<file path="src/tcc_defines.vh">
// constants for the timer capture/compare channel block
`ifndef TCC_DEFINES_VH
`define TCC_DEFINES_VH

// ****************************************
// register byte offsets
// ****************************************
`define TCC_OFF_IOCTL 8'h00
`define TCC_OFF_START 8'h04
`define TCC_OFF_COUNT 8'h08
`define TCC_OFF_GRA 8'h0C
`define TCC_OFF_STATUS 8'h10
`define TCC_OFF_IRQEN 8'h14
`define TCC_OFF_PRESC 8'h18

// ****************************************
// field positions
// ****************************************
`define TCC_CODE_TOP 3
`define TCC_CODE_INIT 2
`define TCC_ST_MATCH 0
`define TCC_ST_OVF 1
`define TCC_ST_CAPT 2
`define TCC_NEVENT 3

// ****************************************
// reset values
// ****************************************
`define TCC_IOCTL_RST 8'h00
`define TCC_PRESC_RST 16'h0000
`define TCC_COUNT_MAX 16'hFFFF

// ****************************************
// axi response codes
// ****************************************
`define TCC_RESP_OKAY 2'h0
`define TCC_RESP_SLVERR 2'h2

`endif

</file>
<file path="src/tcc_tick_div.v">
// count clock divider producing a one-cycle enable pulse
`timescale 1ns/1ps
`default_nettype none

module tcc_tick_div #(
  parameter WIDTH = 16
) (
  input wire aclk,
  input wire aresetn,
  input wire [WIDTH-1:0] divisor,
  output reg tick
);

  reg [WIDTH-1:0] cnt_reg;

  // divisor 0 ticks every cycle; divisor n ticks every n+1 cycles
  always @(posedge aclk) begin
    if (!aresetn) begin
      cnt_reg <= {WIDTH{1'b0}};
      tick <= 1'b0;
    end else if (cnt_reg >= divisor) begin
      cnt_reg <= {WIDTH{1'b0}};
      tick <= 1'b1;
    end else begin
      cnt_reg <= cnt_reg + {{(WIDTH-1){1'b0}}, 1'b1};
      tick <= 1'b0;
    end
  end

endmodule // tcc_tick_div

`default_nettype wire

</file>
<file path="src/tcc_pin_sync.v">
// three-stage pin synchroniser with agreement-based edge detection
`timescale 1ns/1ps
`default_nettype none

module tcc_pin_sync (
  input wire aclk,
  input wire aresetn,
  input wire pin_in,
  output reg rise,
  output reg fall
);

  reg s1_reg;
  reg s2_reg;
  reg s3_reg;
  reg level_reg;

  // s1 feeds only s2; a change counts once s2 and s3 agree
  always @(posedge aclk) begin
    if (!aresetn) begin
      s1_reg <= 1'b0;
      s2_reg <= 1'b0;
      s3_reg <= 1'b0;
      level_reg <= 1'b0;
      rise <= 1'b0;
      fall <= 1'b0;
    end else begin
      s1_reg <= pin_in;
      s2_reg <= s1_reg;
      s3_reg <= s2_reg;
      rise <= 1'b0;
      fall <= 1'b0;
      if (s2_reg == s3_reg && s3_reg != level_reg) begin
        level_reg <= s3_reg;
        rise <= s3_reg;
        fall <= ~s3_reg;
      end
    end
  end

endmodule // tcc_pin_sync

`default_nettype wire

</file>
<file path="src/tcc_channel.v">
// timer channel with output compare, input capture and overflow, AXI4-Lite slave
//
// Overview of operation
// - code top bit 0: compare; 0000 holds pin, 0001-0011 start low then 0/1/toggle
// - code 0100 holds pin; 0101-0111 start high then drive 0/1/toggle on match
// - code top bit 1: capture counter on rising, falling or both edges; bit2 ignored
// - pin driven low after reset until software writes the pin control register
// - after reset the counter is free-running with no clearing source
// - counter increments only while its start bit is 1
// - wrap from FFFF to 0000 sets the overflow flag
// - overflow flag with enable bit 1 raises interrupt request; enable 0 none
// - after overflow counting continues from zero while start bit stays set
//
// The AXI4-Lite slave port and the register addresses were chosen for this implementation.
`timescale 1ns/1ps
`default_nettype none
`include "tcc_defines.vh"

module tcc_channel #(
  parameter PRESC_W = 16
) (
  input wire aclk,
  input wire aresetn,
  input wire [7:0] s_axi_awaddr,
  input wire s_axi_awvalid,
  output reg s_axi_awready,
  input wire [31:0] s_axi_wdata,
  input wire [3:0] s_axi_wstrb,
  input wire s_axi_wvalid,
  output reg s_axi_wready,
  output reg [1:0] s_axi_bresp,
  output reg s_axi_bvalid,
  input wire s_axi_bready,
  input wire [7:0] s_axi_araddr,
  input wire s_axi_arvalid,
  output reg s_axi_arready,
  output reg [31:0] s_axi_rdata,
  output reg [1:0] s_axi_rresp,
  output reg s_axi_rvalid,
  input wire s_axi_rready,
  input wire pin_in,
  output reg pin_out,
  output reg pin_oe_n,
  output reg irq
);

  // ****************************************
  // registers and state
  // ****************************************
  reg [7:0] pin_io_control_reg;
  reg ctl_written_reg;
  reg counter_start_reg;
  reg [15:0] channel_counter_reg;
  reg [15:0] ch4_general_reg_a_reg;
  reg [`TCC_NEVENT-1:0] channel_status_reg;
  reg [`TCC_NEVENT-1:0] interrupt_enable_reg;
  reg [PRESC_W-1:0] presc_reg;
  reg [7:0] awaddr_reg;
  reg aw_held_reg;
  reg [31:0] wdata_reg;
  reg [3:0] wstrb_reg;
  reg w_held_reg;

  wire tick;
  wire cap_rise;
  wire cap_fall;

  // ****************************************
  // sub blocks
  // ****************************************
  tcc_tick_div #(
    .WIDTH(PRESC_W)
  ) tcc_tick_div_inst (
    .aclk(aclk),
    .aresetn(aresetn),
    .divisor(presc_reg),
    .tick(tick)
  );

  tcc_pin_sync tcc_pin_sync_inst (
    .aclk(aclk),
    .aresetn(aresetn),
    .pin_in(pin_in),
    .rise(cap_rise),
    .fall(cap_fall)
  );

  // ****************************************
  // decode of the pin function code
  // ****************************************
  wire [3:0] code = pin_io_control_reg[3:0];
  wire capture_mode = code[`TCC_CODE_TOP];
  wire init_level = code[`TCC_CODE_INIT];
  wire compare_active = ~capture_mode & (code[1:0] != 2'b00);
  wire cap_event = capture_mode & (code[1] ? (cap_rise | cap_fall) :
                   (code[0] ? cap_fall : cap_rise));
  wire wrap = tick & counter_start_reg & (channel_counter_reg == `TCC_COUNT_MAX);
  wire match = tick & counter_start_reg & ~capture_mode &
               (channel_counter_reg == ch4_general_reg_a_reg);

  // ****************************************
  // write channel handling
  // ****************************************
  // response code decided from the held address only;
  // the live bus may already carry the next request
  // by the time both halves are in
  wire wr_known = (awaddr_reg == `TCC_OFF_IOCTL) | (awaddr_reg == `TCC_OFF_START) |
                  (awaddr_reg == `TCC_OFF_COUNT) | (awaddr_reg == `TCC_OFF_GRA) |
                  (awaddr_reg == `TCC_OFF_STATUS) | (awaddr_reg == `TCC_OFF_IRQEN) |
                  (awaddr_reg == `TCC_OFF_PRESC);
  wire [`TCC_NEVENT-1:0] st_set;
  assign st_set[`TCC_ST_MATCH] = match;
  assign st_set[`TCC_ST_OVF] = wrap;
  assign st_set[`TCC_ST_CAPT] = cap_event;

  // address and data may arrive in either order; hold each until both are here
  always @(posedge aclk) begin
    if (!aresetn) begin
      aw_held_reg <= 1'b0;
      w_held_reg <= 1'b0;
      awaddr_reg <= 8'h00;
      wdata_reg <= 32'h00000000;
      wstrb_reg <= 4'h0;
      s_axi_awready <= 1'b0;
      s_axi_wready <= 1'b0;
      s_axi_bvalid <= 1'b0;
      s_axi_bresp <= `TCC_RESP_OKAY;
    end else begin
      s_axi_awready <= 1'b0;
      s_axi_wready <= 1'b0;
      if (s_axi_awvalid & ~aw_held_reg & ~s_axi_awready) begin
        aw_held_reg <= 1'b1;
        awaddr_reg <= s_axi_awaddr;
        s_axi_awready <= 1'b1;
      end
      if (s_axi_wvalid & ~w_held_reg & ~s_axi_wready) begin
        w_held_reg <= 1'b1;
        wdata_reg <= s_axi_wdata;
        wstrb_reg <= s_axi_wstrb;
        s_axi_wready <= 1'b1;
      end
      if (aw_held_reg & w_held_reg & ~s_axi_bvalid) begin
        aw_held_reg <= 1'b0;
        w_held_reg <= 1'b0;
        s_axi_bvalid <= 1'b1;
        s_axi_bresp <= wr_known ? `TCC_RESP_OKAY : `TCC_RESP_SLVERR;
      end else if (s_axi_bvalid & s_axi_bready) begin
        s_axi_bvalid <= 1'b0;
      end
    end
  end

  wire do_write = aw_held_reg & w_held_reg & ~s_axi_bvalid;
  wire wr_start = do_write & (awaddr_reg == `TCC_OFF_START) & wstrb_reg[0];
  wire wr_count = do_write & (awaddr_reg == `TCC_OFF_COUNT);
  wire wr_gra = do_write & (awaddr_reg == `TCC_OFF_GRA);
  wire wr_irqen = do_write & (awaddr_reg == `TCC_OFF_IRQEN) & wstrb_reg[0];
  wire wr_presc = do_write & (awaddr_reg == `TCC_OFF_PRESC);
  wire wr_ctl = do_write & (awaddr_reg == `TCC_OFF_IOCTL) & wstrb_reg[0];
  wire [`TCC_NEVENT-1:0] clr_now = (do_write & (awaddr_reg == `TCC_OFF_STATUS) &
                                   wstrb_reg[0]) ? wdata_reg[`TCC_NEVENT-1:0] :
                                   {`TCC_NEVENT{1'b0}};

  // ****************************************
  // control registers
  // ****************************************
  // free-running after reset: no clearing source exists at all
  always @(posedge aclk) begin
    if (!aresetn) begin
      pin_io_control_reg <= `TCC_IOCTL_RST;
      ctl_written_reg <= 1'b0;
      counter_start_reg <= 1'b0;
      interrupt_enable_reg <= {`TCC_NEVENT{1'b0}};
      presc_reg <= `TCC_PRESC_RST;
    end else begin
      if (wr_ctl) begin
        pin_io_control_reg <= wdata_reg[7:0];
        ctl_written_reg <= 1'b1;
      end
      if (wr_start)
        counter_start_reg <= wdata_reg[0];
      if (wr_irqen)
        interrupt_enable_reg <= wdata_reg[`TCC_NEVENT-1:0];
      if (wr_presc)
        presc_reg <= wdata_reg[PRESC_W-1:0];
    end
  end

  // ****************************************
  // counter and general register a
  // ****************************************
  // software write to the counter wins over a tick in the same cycle
  always @(posedge aclk) begin
    if (!aresetn) begin
      channel_counter_reg <= 16'h0000;
      ch4_general_reg_a_reg <= `TCC_COUNT_MAX;
    end else begin
      if (wr_count)
        channel_counter_reg <= wdata_reg[15:0];
      else if (tick & counter_start_reg)
        channel_counter_reg <= channel_counter_reg + 16'h0001;
      if (cap_event)
        ch4_general_reg_a_reg <= channel_counter_reg;
      else if (wr_gra)
        ch4_general_reg_a_reg <= wdata_reg[15:0];
    end
  end

  // ****************************************
  // status flags and interrupt
  // ****************************************
  // write-one-to-clear; a setting event in the same cycle wins
  genvar gi;
  generate
    for (gi = 0; gi < `TCC_NEVENT; gi = gi + 1) begin : g_flag
      always @(posedge aclk) begin
        if (!aresetn)
          channel_status_reg[gi] <= 1'b0;
        else if (st_set[gi])
          channel_status_reg[gi] <= 1'b1;
        else if (clr_now[gi])
          channel_status_reg[gi] <= 1'b0;
      end
    end
  endgenerate

  // level request while any enabled flag stands
  always @(posedge aclk) begin
    if (!aresetn)
      irq <= 1'b0;
    else
      irq <= |(channel_status_reg & interrupt_enable_reg);
  end

  // ****************************************
  // compare pin
  // ****************************************
  // low from reset until first control write, even under hold code
  always @(posedge aclk) begin
    if (!aresetn) begin
      pin_out <= 1'b0;
      pin_oe_n <= 1'b0;
    end else if (wr_ctl) begin
      pin_oe_n <= wdata_reg[`TCC_CODE_TOP];
      if (wdata_reg[1:0] != 2'b00 && !wdata_reg[`TCC_CODE_TOP])
        pin_out <= wdata_reg[`TCC_CODE_INIT];
    end else if (ctl_written_reg & compare_active & match) begin
      case (code[1:0])
        2'b01: pin_out <= 1'b0;
        2'b10: pin_out <= 1'b1;
        2'b11: pin_out <= ~pin_out;
        default: pin_out <= pin_out;
      endcase
    end
  end

  // ****************************************
  // read channel
  // ****************************************
  reg [31:0] rd_mux;
  always @* begin
    case (s_axi_araddr)
      `TCC_OFF_IOCTL: rd_mux = {24'h000000, pin_io_control_reg};
      `TCC_OFF_START: rd_mux = {31'h00000000, counter_start_reg};
      `TCC_OFF_COUNT: rd_mux = {16'h0000, channel_counter_reg};
      `TCC_OFF_GRA: rd_mux = {16'h0000, ch4_general_reg_a_reg};
      `TCC_OFF_STATUS: rd_mux = {29'h00000000, channel_status_reg};
      `TCC_OFF_IRQEN: rd_mux = {29'h00000000, interrupt_enable_reg};
      `TCC_OFF_PRESC: rd_mux = {{(32-PRESC_W){1'b0}}, presc_reg};
      default: rd_mux = 32'h00000000;
    endcase
  end

  wire rd_known = (s_axi_araddr == `TCC_OFF_IOCTL) | (s_axi_araddr == `TCC_OFF_START) |
                  (s_axi_araddr == `TCC_OFF_COUNT) | (s_axi_araddr == `TCC_OFF_GRA) |
                  (s_axi_araddr == `TCC_OFF_STATUS) | (s_axi_araddr == `TCC_OFF_IRQEN) |
                  (s_axi_araddr == `TCC_OFF_PRESC);

  // one read at a time; address taken and data returned on the next edge
  always @(posedge aclk) begin
    if (!aresetn) begin
      s_axi_arready <= 1'b0;
      s_axi_rvalid <= 1'b0;
      s_axi_rdata <= 32'h00000000;
      s_axi_rresp <= `TCC_RESP_OKAY;
    end else begin
      s_axi_arready <= 1'b0;
      if (s_axi_rvalid) begin
        if (s_axi_rready)
          s_axi_rvalid <= 1'b0;
      end else if (s_axi_arvalid & ~s_axi_arready) begin
        s_axi_arready <= 1'b1;
        s_axi_rvalid <= 1'b1;
        s_axi_rdata <= rd_mux;
        s_axi_rresp <= rd_known ? `TCC_RESP_OKAY : `TCC_RESP_SLVERR;
      end
    end
  end

endmodule // tcc_channel

`default_nettype wire

</file>
<file path="config.mk">
export PLATFORM = sky130hd
export DESIGN_NAME = tcc_channel
export DESIGN_NICKNAME = d
export VERILOG_FILES = /design/src/tcc_tick_div.v /design/src/tcc_pin_sync.v /design/src/tcc_channel.v
export VERILOG_INCLUDE_DIRS = /design/src /design/src/src
export SDC_FILE = /design/constraint.sdc
export NUM_CORES = 1
export LEC_CHECK = 0
export BUFFER_PORTS_ARGS = -buffer_cell sky130_fd_sc_hd__buf_2
export CORE_UTILIZATION = 34
export CTS_CLUSTER_SIZE = 16
export DETAILED_ROUTE_END_ITERATION = 8
export HOLD_SLACK_MARGIN = 0.15
export PLACE_DENSITY_LB_ADDON = 0.12
export SLEW_MARGIN = 20
export SYNTH_ARGS = -nofsm -noshare
export SYNTH_HDL_FRONTEND = slang
export SYNTH_SLANG_ARGS = --single-unit
</file>
<file path="constraint.sdc">
create_clock -name aclk -period 2.09 [get_ports aclk]
set_clock_uncertainty 0.2 [all_clocks]
set_input_delay 0.418 -clock aclk [delete_from_list [all_inputs] [get_ports aclk]]
set_output_delay 0.418 -clock aclk [all_outputs]
set_load 0.05 [all_outputs]
</file>
==> metrics.json, run 1 <==
{
  "synthesis": {
    "synthesis.area_per_instance_um2": 8.56,
    "synthArstFlopShare_pct": 0,
    "post_synth_inst_count": 820,
    "yosys_most_used_dff": "dfxtp_1",
    "post_synth_num_cell_types": 65,
    "synth-seq-area-share_pct": 39.7,
    "ys_seq_elements": 139,
    "netlist_area_um2": 7020,
    "number_of_synthesized_flops_with_an_enable_pin": 0,
    "yosys_warnings": 0
  },
  "global_route": {
    "initial_antenna_violation_count": 0,
    "gr-usage-all-layers_pct": 17.6,
    "grt_pass1_wl_mm": 29.5,
    "grt_max_degree": 68,
    "via_count_of_the_first_global_routing_pass": 5533,
    "grt_overflow": 0
  },
  "routing": {
    "route.detailed.vias_per_inst": 4.72,
    "dr_wl_met3_um": 503,
    "drt_first_pass_iters": 4,
    "remaining_drc_errors": 0,
    "wl_met2_mm": 7.92,
    "met1_length_mm": 9.88,
    "detail_route.iter0.violations": 313,
    "postRouteWirelength_mm": 18.5,
    "highest-signal-layer": "met4",
    "drt.antenna.violating_nets": 0,
    "routed-via-count": 5898,
    "wl_per_cell_um": 14.8
  },
  "worst_setup_path": {
    "end_kind": "register",
    "r2r_slack_ns": 0.04,
    "critical_path_arrival_ns": 2.20,
    "max_stage_delay_ns": 0.35,
    "worst-r2r-cell-count": 8,
    "timing_worst_setup_path_type": "register to register",
    "crit_cells": 8,
    "worst_setup_path_startpoint": "presc_reg[10]$_SDFFE_PN0P_",
    "crit_path_cell_trace": "inv_1 > ha_1 > and2_1 > a221o_1 > a21oi_2 > o2111ai_2 > buf_12 > nor2_1",
    "worst_r2r_startpoint": "presc_reg[10]$_SDFFE_PN0P_",
    "cp-endpoint": "tcc_tick_div_inst.cnt_reg[11]$_SDFF_PP0_",
    "peak_fanout_along_the_critical_path": 16,
    "crit-reg2reg-capture": "tcc_tick_div_inst.cnt_reg[11]$_SDFF_PP0_",
    "timing.critical_path.max_delay_family": "compound AO/OA/AOI/OAI gates",
    "startpoint_type": "register",
    "critical_path_buf_inv_count": 2,
    "worst-endpoint-required_ns": 2.25,
    "worst_path_max_delay_cell": "dfxtp_1"
  },
  "sta": {
    "setup_viol": 0,
    "finalCritPeriodShare_pct": 97.9,
    "max_clock_freq_mhz": 489,
    "whs_ns": 0.232,
    "report.final.hold_viol_count": 0,
    "final.min_clock_period_ns": 2.05,
    "drv_slew": 0,
    "rsz0062_at_grt": "true"
  },
  "clock_tree": {
    "clockBufferDepth": 2,
    "clock-sinks": 139,
    "worstSkewPairLatency_ns": 0.42,
    "cts-buffers-inserted": 17,
    "cts_tree": "built",
    "cts.reportedPaths.clkPinSlew_ns": 0.06,
    "clock_tree.root_cell": "clkbuf_16",
    "htree_levels": 4
  },
  "final_layout": {
    "post_route_standard_cell_area_excluding_fillers_um2": 9060,
    "flow.area_growth_from_synthesis_pct": 29.0,
    "final_core_utilization_pct": 44.8,
    "nNetsFinal": 1047,
    "final_cell_count_no_fill": 1249,
    "final_layout_size_suffix_gt1_share_pct": 22.8,
    "num-fill-cells": 2011,
    "antenna_cells_inserted": 0
  },
  "power": {
    "power.density_nw_per_um2": 705,
    "pleak_nw": 3.63,
    "max-vdd-ir-drop_uv": 493
  },
  "die": {
    "floorplan.initialDensity_pct": 34.7,
    "chipHeight_um": 146,
    "num_io_pins": 104,
    "core.rowCount": 52,
    "core_um2": 20200,
    "die-area_um2": 21200,
    "die_width_um": 146
  },
  "hold_path": {
    "holdPathStages": 1,
    "hold_path_class": "register to register",
    "hold_path.startpoint": "tcc_pin_sync_inst.s1_reg$_SDFF_PN0_"
  },
  "place": {
    "dpl-instance-area_um2": 7980,
    "routabilityCongestion": 0.725,
    "dpl.cell_count": 1180,
    "post-dp-hpwl_mm": 13.0,
    "io_buffer_count": 66
  },
  "flow_run": {
    "cap_violations": 0
  },
  "status": {
    "run_status": "finished clean"
  }
}
## worst min path at each step
| stage | endpoint |
|---|---|
| 3_5_place_dp | tcc_pin_sync_inst.s2_reg$_SDFF_PN0_ |
| 5_1_grt | s_axi_rdata[0]$_SDFFE_PN0P_ |
| 4_1_cts | tcc_pin_sync_inst.s2_reg$_SDFF_PN0_ |
| 6_report | tcc_pin_sync_inst.s2_reg$_SDFF_PN0_ |
| 3_3_place_gp | tcc_pin_sync_inst.s2_reg$_SDFF_PN0_ |
| 2_1_floorplan | tcc_pin_sync_inst.s2_reg$_SDFF_PN0_ |
## stage by stage
stage	total power [mW]	setup slack (ns)	TNS [ns]
after CTS	6.46	0.00169	0
after global placement	3.31	-0.0490	-0.429
after floorplan	3.16	0.00544	0
final	6.39	0.0435	0
after global routing	6.63	-0.113	-1.35
after detailed placement	3.31	-0.0287	-0.437
## Yosys cell counts, types with 2 or more instances
cell	n	area (um2)
a22oi_1	4	30.0
clkbuf_1	26	97.6
a211oi_1	16	120
ha_1	21	263
nand2_2	3	18.8
a21boi_0	38	285
buf_4	22	165
o211ai_1	4	30.0
a21oi_1	24	120
buf_6	4	45.0
xnor2_2	2	32.5
buf_2	11	55.1
or4_1	2	15.0
o21ai_0	49	245
xnor2_1	15	131
and3_1	3	18.8
and3b_1	2	17.5
mux4_2	2	45.0
inv_1	25	93.8
and4_1	2	17.5
mux2i_1	26	260
nor2b_1	34	213
and2_1	9	56.3
o211a_1	10	100
nand3_1	12	60.1
xor2_1	28	245
nor3_1	9	45.0
nand3b_1	5	37.5
nand2_1	139	522
nor3b_1	2	15.0
or3_1	3	18.8
nand2b_1	6	37.5
o21a_1	3	22.5
dfxtp_1	139	2780
nor2_1	67	251
nor3_2	3	30.0
a21boi_2	10	113
mux2_2	2	22.5
nor4_1	3	18.8
nand4_1	9	56.3
buf_1	2	7.51
## cell families after synthesis
| kind of cell | synth area share [%] |
|---|---|
| AOI/OAI and AO/OA | 17.3 |
| and+or+nand+nor | 22.1 |
| xor gates and xnor gates | 5.83 |
| buffers and inverters | 6.61 |
| muxes | 4.67 |
| adders and majority gates | 3.74 |
| other | 0.0534 |
| DFF | 39.7 |
## metal layers
layer / track usage (%) / up-vias
met5: 0 / -
met1: 25.4 / 2710
li1: - / 3060
met4: 6.58 / 0
met3: 2.88 / 14
met2: 26.2 / 114
## cell usage in the layout, fill, tap and decap left out, types with 12 or more instances in the layout
| cell type | count |
|---|---|
| dlygate4sd3_1 | 31 |
| clkbuf_16 | 19 |
| dfxtp_1 | 132 |
| a21boi_0 | 36 |
| ha_1 | 19 |
| nor2b_1 | 34 |
| nor2_1 | 67 |
| xor2_1 | 28 |
| buf_4 | 70 |
| buf_2 | 66 |
| nand3_1 | 12 |
| mux2i_1 | 26 |
| a21oi_1 | 22 |
| a211oi_1 | 13 |
| o21ai_0 | 40 |
| nand2_1 | 139 |
| conb_1 | 18 |
| xnor2_1 | 15 |
| inv_1 | 24 |
## cell type report
cell class	count	area, um2	area share [%]
clock inverters	11	144	1.59
repair buffers	175	1330	14.7
multi-input cells	608	3910	43.2
well taps	270	338	3.73
inverters	25	93.8	1.04
flip-flops and latches	139	2790	30.8
clock buffers	21	450	4.97
## repair_timing
item	CTS	global route
hold buffers	31	0
pin swaps	0	15
cloned	0	2
setup endpoints to repair	18	49
hold endpoints to repair	31	0
resized for setup	8	24
setup buffers	1	3
## power by group
part,switching (mW),internal (mW)
combinational,0.313,0.223
sequential,0.0669,2.70
clock,1.18,1.90
total,1.56,4.83
Note: power is estimated with default switching activity, not from simulation.
==> run 2: changes to the inputs <==
--- a/config.mk
+++ b/config.mk
@@ -7,8 +7,9 @@
 export NUM_CORES = 1
 export LEC_CHECK = 0
 export BUFFER_PORTS_ARGS = -buffer_cell sky130_fd_sc_hd__buf_2
+export CORE_ASPECT_RATIO = 0.7
 export CORE_UTILIZATION = 34
-export CTS_CLUSTER_SIZE = 16
+export CTS_CLUSTER_SIZE = 10
 export DETAILED_ROUTE_END_ITERATION = 8
 export HOLD_SLACK_MARGIN = 0.15
 export PLACE_DENSITY_LB_ADDON = 0.12
==> run 2 against run 1 <==
  * Final cell count is the same
  * First-iteration DRC count increased by 12%
  * Clock-buffer cell count decreased by 3
  * Highest routed layer unchanged
==> metrics.json, run 2 (same netlist as run 1, synthesis figures left out) <==
{
  "final_layout": {
    "commonest_non_fill_non_tap_cell_in_the_layout": "nand2_1",
    "most_frequent_cells_in_the_layout": "139 x nand2_1, 130 x dfxtp_1, 71 x buf_4",
    "flow.area_growth_from_synthesis_pct": 29.5,
    "final_layout_size_suffix_gt1_share_pct": 24.4,
    "nNetsFinal": 1047,
    "antenna_cells_inserted": 0,
    "final_core_utilization_pct": 45.4,
    "post_route_standard_cell_area_excluding_fillers_um2": 9090
  },
  "sta": {
    "final.min_clock_period_ns": 2.04,
    "rsz0062_at_grt": "true",
    "finalCritPeriodShare_pct": 97.5,
    "slew_headroom_pct": 67.1,
    "max_clock_freq_mhz": 491,
    "setup_viol": 0,
    "worstMarginPinSlew_ns": 0.489,
    "drv_slew": 0,
    "report.final.hold_viol_count": 0
  },
  "power": {
    "power_switching_mw": 1.62,
    "max-vdd-ir-drop_uv": 440,
    "clkPwrFrac_pct": 48.7,
    "fraction_of_power_spent_switching_nets_pct": 25.1,
    "power_frac_comb_pct": 8.4,
    "pleak_nw": 3.63,
    "sequential_share_of_power_pct": 42.9,
    "power.density_nw_per_um2": 710,
    "intPower_mw": 4.83
  },
  "worst_setup_path": {
    "startpoint_type": "register",
    "worst_path_max_delay_cell": "or4_1",
    "end_kind": "register",
    "max_stage_delay_ns": 0.52,
    "peak_fanout_along_the_critical_path": 3,
    "crit_path_cell_trace": "xnor2_2 > nand4_1 > or4_1 > nor4_1 > nor2_1 > mux2i_1",
    "worst-endpoint-required_ns": 2.19,
    "timing_worst_setup_path_type": "register to register",
    "critical_path_arrival_ns": 2.14
  },
  "routing": {
    "drt_first_pass_iters": 5,
    "detail_route.iter0.violations": 352,
    "postRouteWirelength_mm": 19.7,
    "drt.antenna.violating_nets": 0,
    "remaining_drc_errors": 0,
    "route.detailed.vias_per_inst": 4.80,
    "routed-via-count": 5995,
    "wl_per_cell_um": 15.7
  },
  "global_route": {
    "grt_max_degree": 65,
    "grt_pass1_wl_mm": 30.7,
    "initial_antenna_violation_count": 0,
    "via_count_of_the_first_global_routing_pass": 5526,
    "grt_overflow": 0,
    "gr-usage-all-layers_pct": 18.7
  },
  "place": {
    "dpl-instance-area_um2": 7990,
    "io_buffer_count": 66,
    "post-dp-hpwl_mm": 14.0,
    "routabilityCongestion": 0.766
  },
  "die": {
    "num_io_pins": 104,
    "chipHeight_um": 122,
    "die_width_um": 174,
    "core_um2": 20000,
    "floorplan.initialDensity_pct": 35.1,
    "core.rowCount": 43,
    "die-area_um2": 21200
  },
  "flow_run": {
    "cap_violations": 0
  },
  "clock_tree": {
    "worstSkewPairLatency_ns": 0.42,
    "clock_tree.root_cell": "clkbuf_16",
    "htree_levels": 4,
    "clockBufferDepth": 2,
    "cts.reportedPaths.clkPinSlew_ns": 0.06,
    "cts_tree": "built",
    "clock-sinks": 139,
    "cts-buffers-inserted": 17
  },
  "status": {
    "run_status": "finished clean"
  },
  "hold_path": {
    "hold_path_class": "register to register"
  }
}
==> run 2: cell types whose count changed in the layout (fill, tap and decap cells not counted), moves of 2 or more <==
cell	before	now
nor4_2	3	1
o21ai_1	10	1
nor2_4	1	6
dfxtp_2	7	9
inv_6	1	3
nor4_1	1	3
o21ai_0	40	48
clkbuf_1	3	0
nor2_2	0	4
a211oi_1	13	16
nand2b_1	6	4
nor2_1	67	58
dfxtp_1	132	130
a211oi_2	3	0
==> run 2: area by class of cell <==
| type | count | area, um2 |
|---|---|---|
| fillers | 2007 | 10900 |
| multi-input cells | 608 | 3960 |
| flip-flops and latches | 139 | 2790 |
| repair buffers | 175 | 1300 |
| clock buffers | 18 | 439 |
| well taps | 270 | 338 |
| clock inverters | 14 | 168 |
| inverters | 25 | 93.8 |
==> run 2: power groups by stage <==
| stage | Combinational (mW) | Clock (mW) | Sequential [mW] |
|---|---|---|---|
| floorplan | 0.333 | 0 | 2.83 |
| global placement | 0.490 | 0 | 2.83 |
| detailed placement | 0.491 | 0 | 2.83 |
| CTS | 0.537 | 3.22 | 2.77 |
| global route | 0.585 | 3.34 | 2.77 |
| finish | 0.543 | 3.14 | 2.77 |
==> run 2: worst max-delay path, delay by kind of cell, from the launching register on <==
kind / cells / cell delay [ns]
flops: 1 / 0.39
mux: 1 / 0.13
xor+xnor: 1 / 0.15
simple gates: 4 / 1.06
==> run 2: worst paths after layout <==
path,start,endpoint,slack (ns),cells after the start
min,tcc_pin_sync_inst.level_reg$_SDFFE_PN0P_,tcc_pin_sync_inst.fall$_SDFF_PN0_,0.25,2
max,ch4_general_reg_a_reg[7]$_SDFFE_PN1P_,pin_out$_SDFFE_PN0P_,0.05,6
max reg2reg,ch4_general_reg_a_reg[7]$_SDFFE_PN1P_,pin_out$_SDFFE_PN0P_,0.05,6
min reg2reg,tcc_pin_sync_inst.level_reg$_SDFFE_PN0P_,tcc_pin_sync_inst.fall$_SDFF_PN0_,0.25,2
==> run 2: per-layer routing <==
layer	share of wire, %	global-route usage [%]	up-vias	wire (um)
met5	0	0	-	0
met4	0.93	5.04	0	183
met3	3.9	3.78	14	772
met2	41	26.7	113	8090
met1	54	28.1	2808	10600
li1	-	-	3060	-
==> run 2: repair_timing <==
item                                    4_1_cts  5_1_grt
endpoints found under the setup margin       17       47
hold buffers                                 31        0
endpoints found under the hold margin        32        0
pin swaps                                    15       13
gates resized for setup                      14       28
gates cloned                                  0        1
buffers inserted                              0        2
==> run 2: through the flow <==
stage | std cells | TNS, ns | power, mW | hold WS, ns | setup slack, ns
5_1_grt | 1249 | -0.659 | 6.69 | 0.267 | -0.0485
3_5_place_dp | 1183 | -0.543 | 3.32 | 0.242 | -0.0534
3_3_place_gp | 1183 | -0.108 | 3.32 | 0.230 | -0.0135
2_1_floorplan | 837 | 0 | 3.16 | 0.212 | 0.00544
4_1_cts | 1246 | 0 | 6.52 | 0.234 | 0.00110
6_report | 1249 | 0 | 6.45 | 0.246 | 0.0524
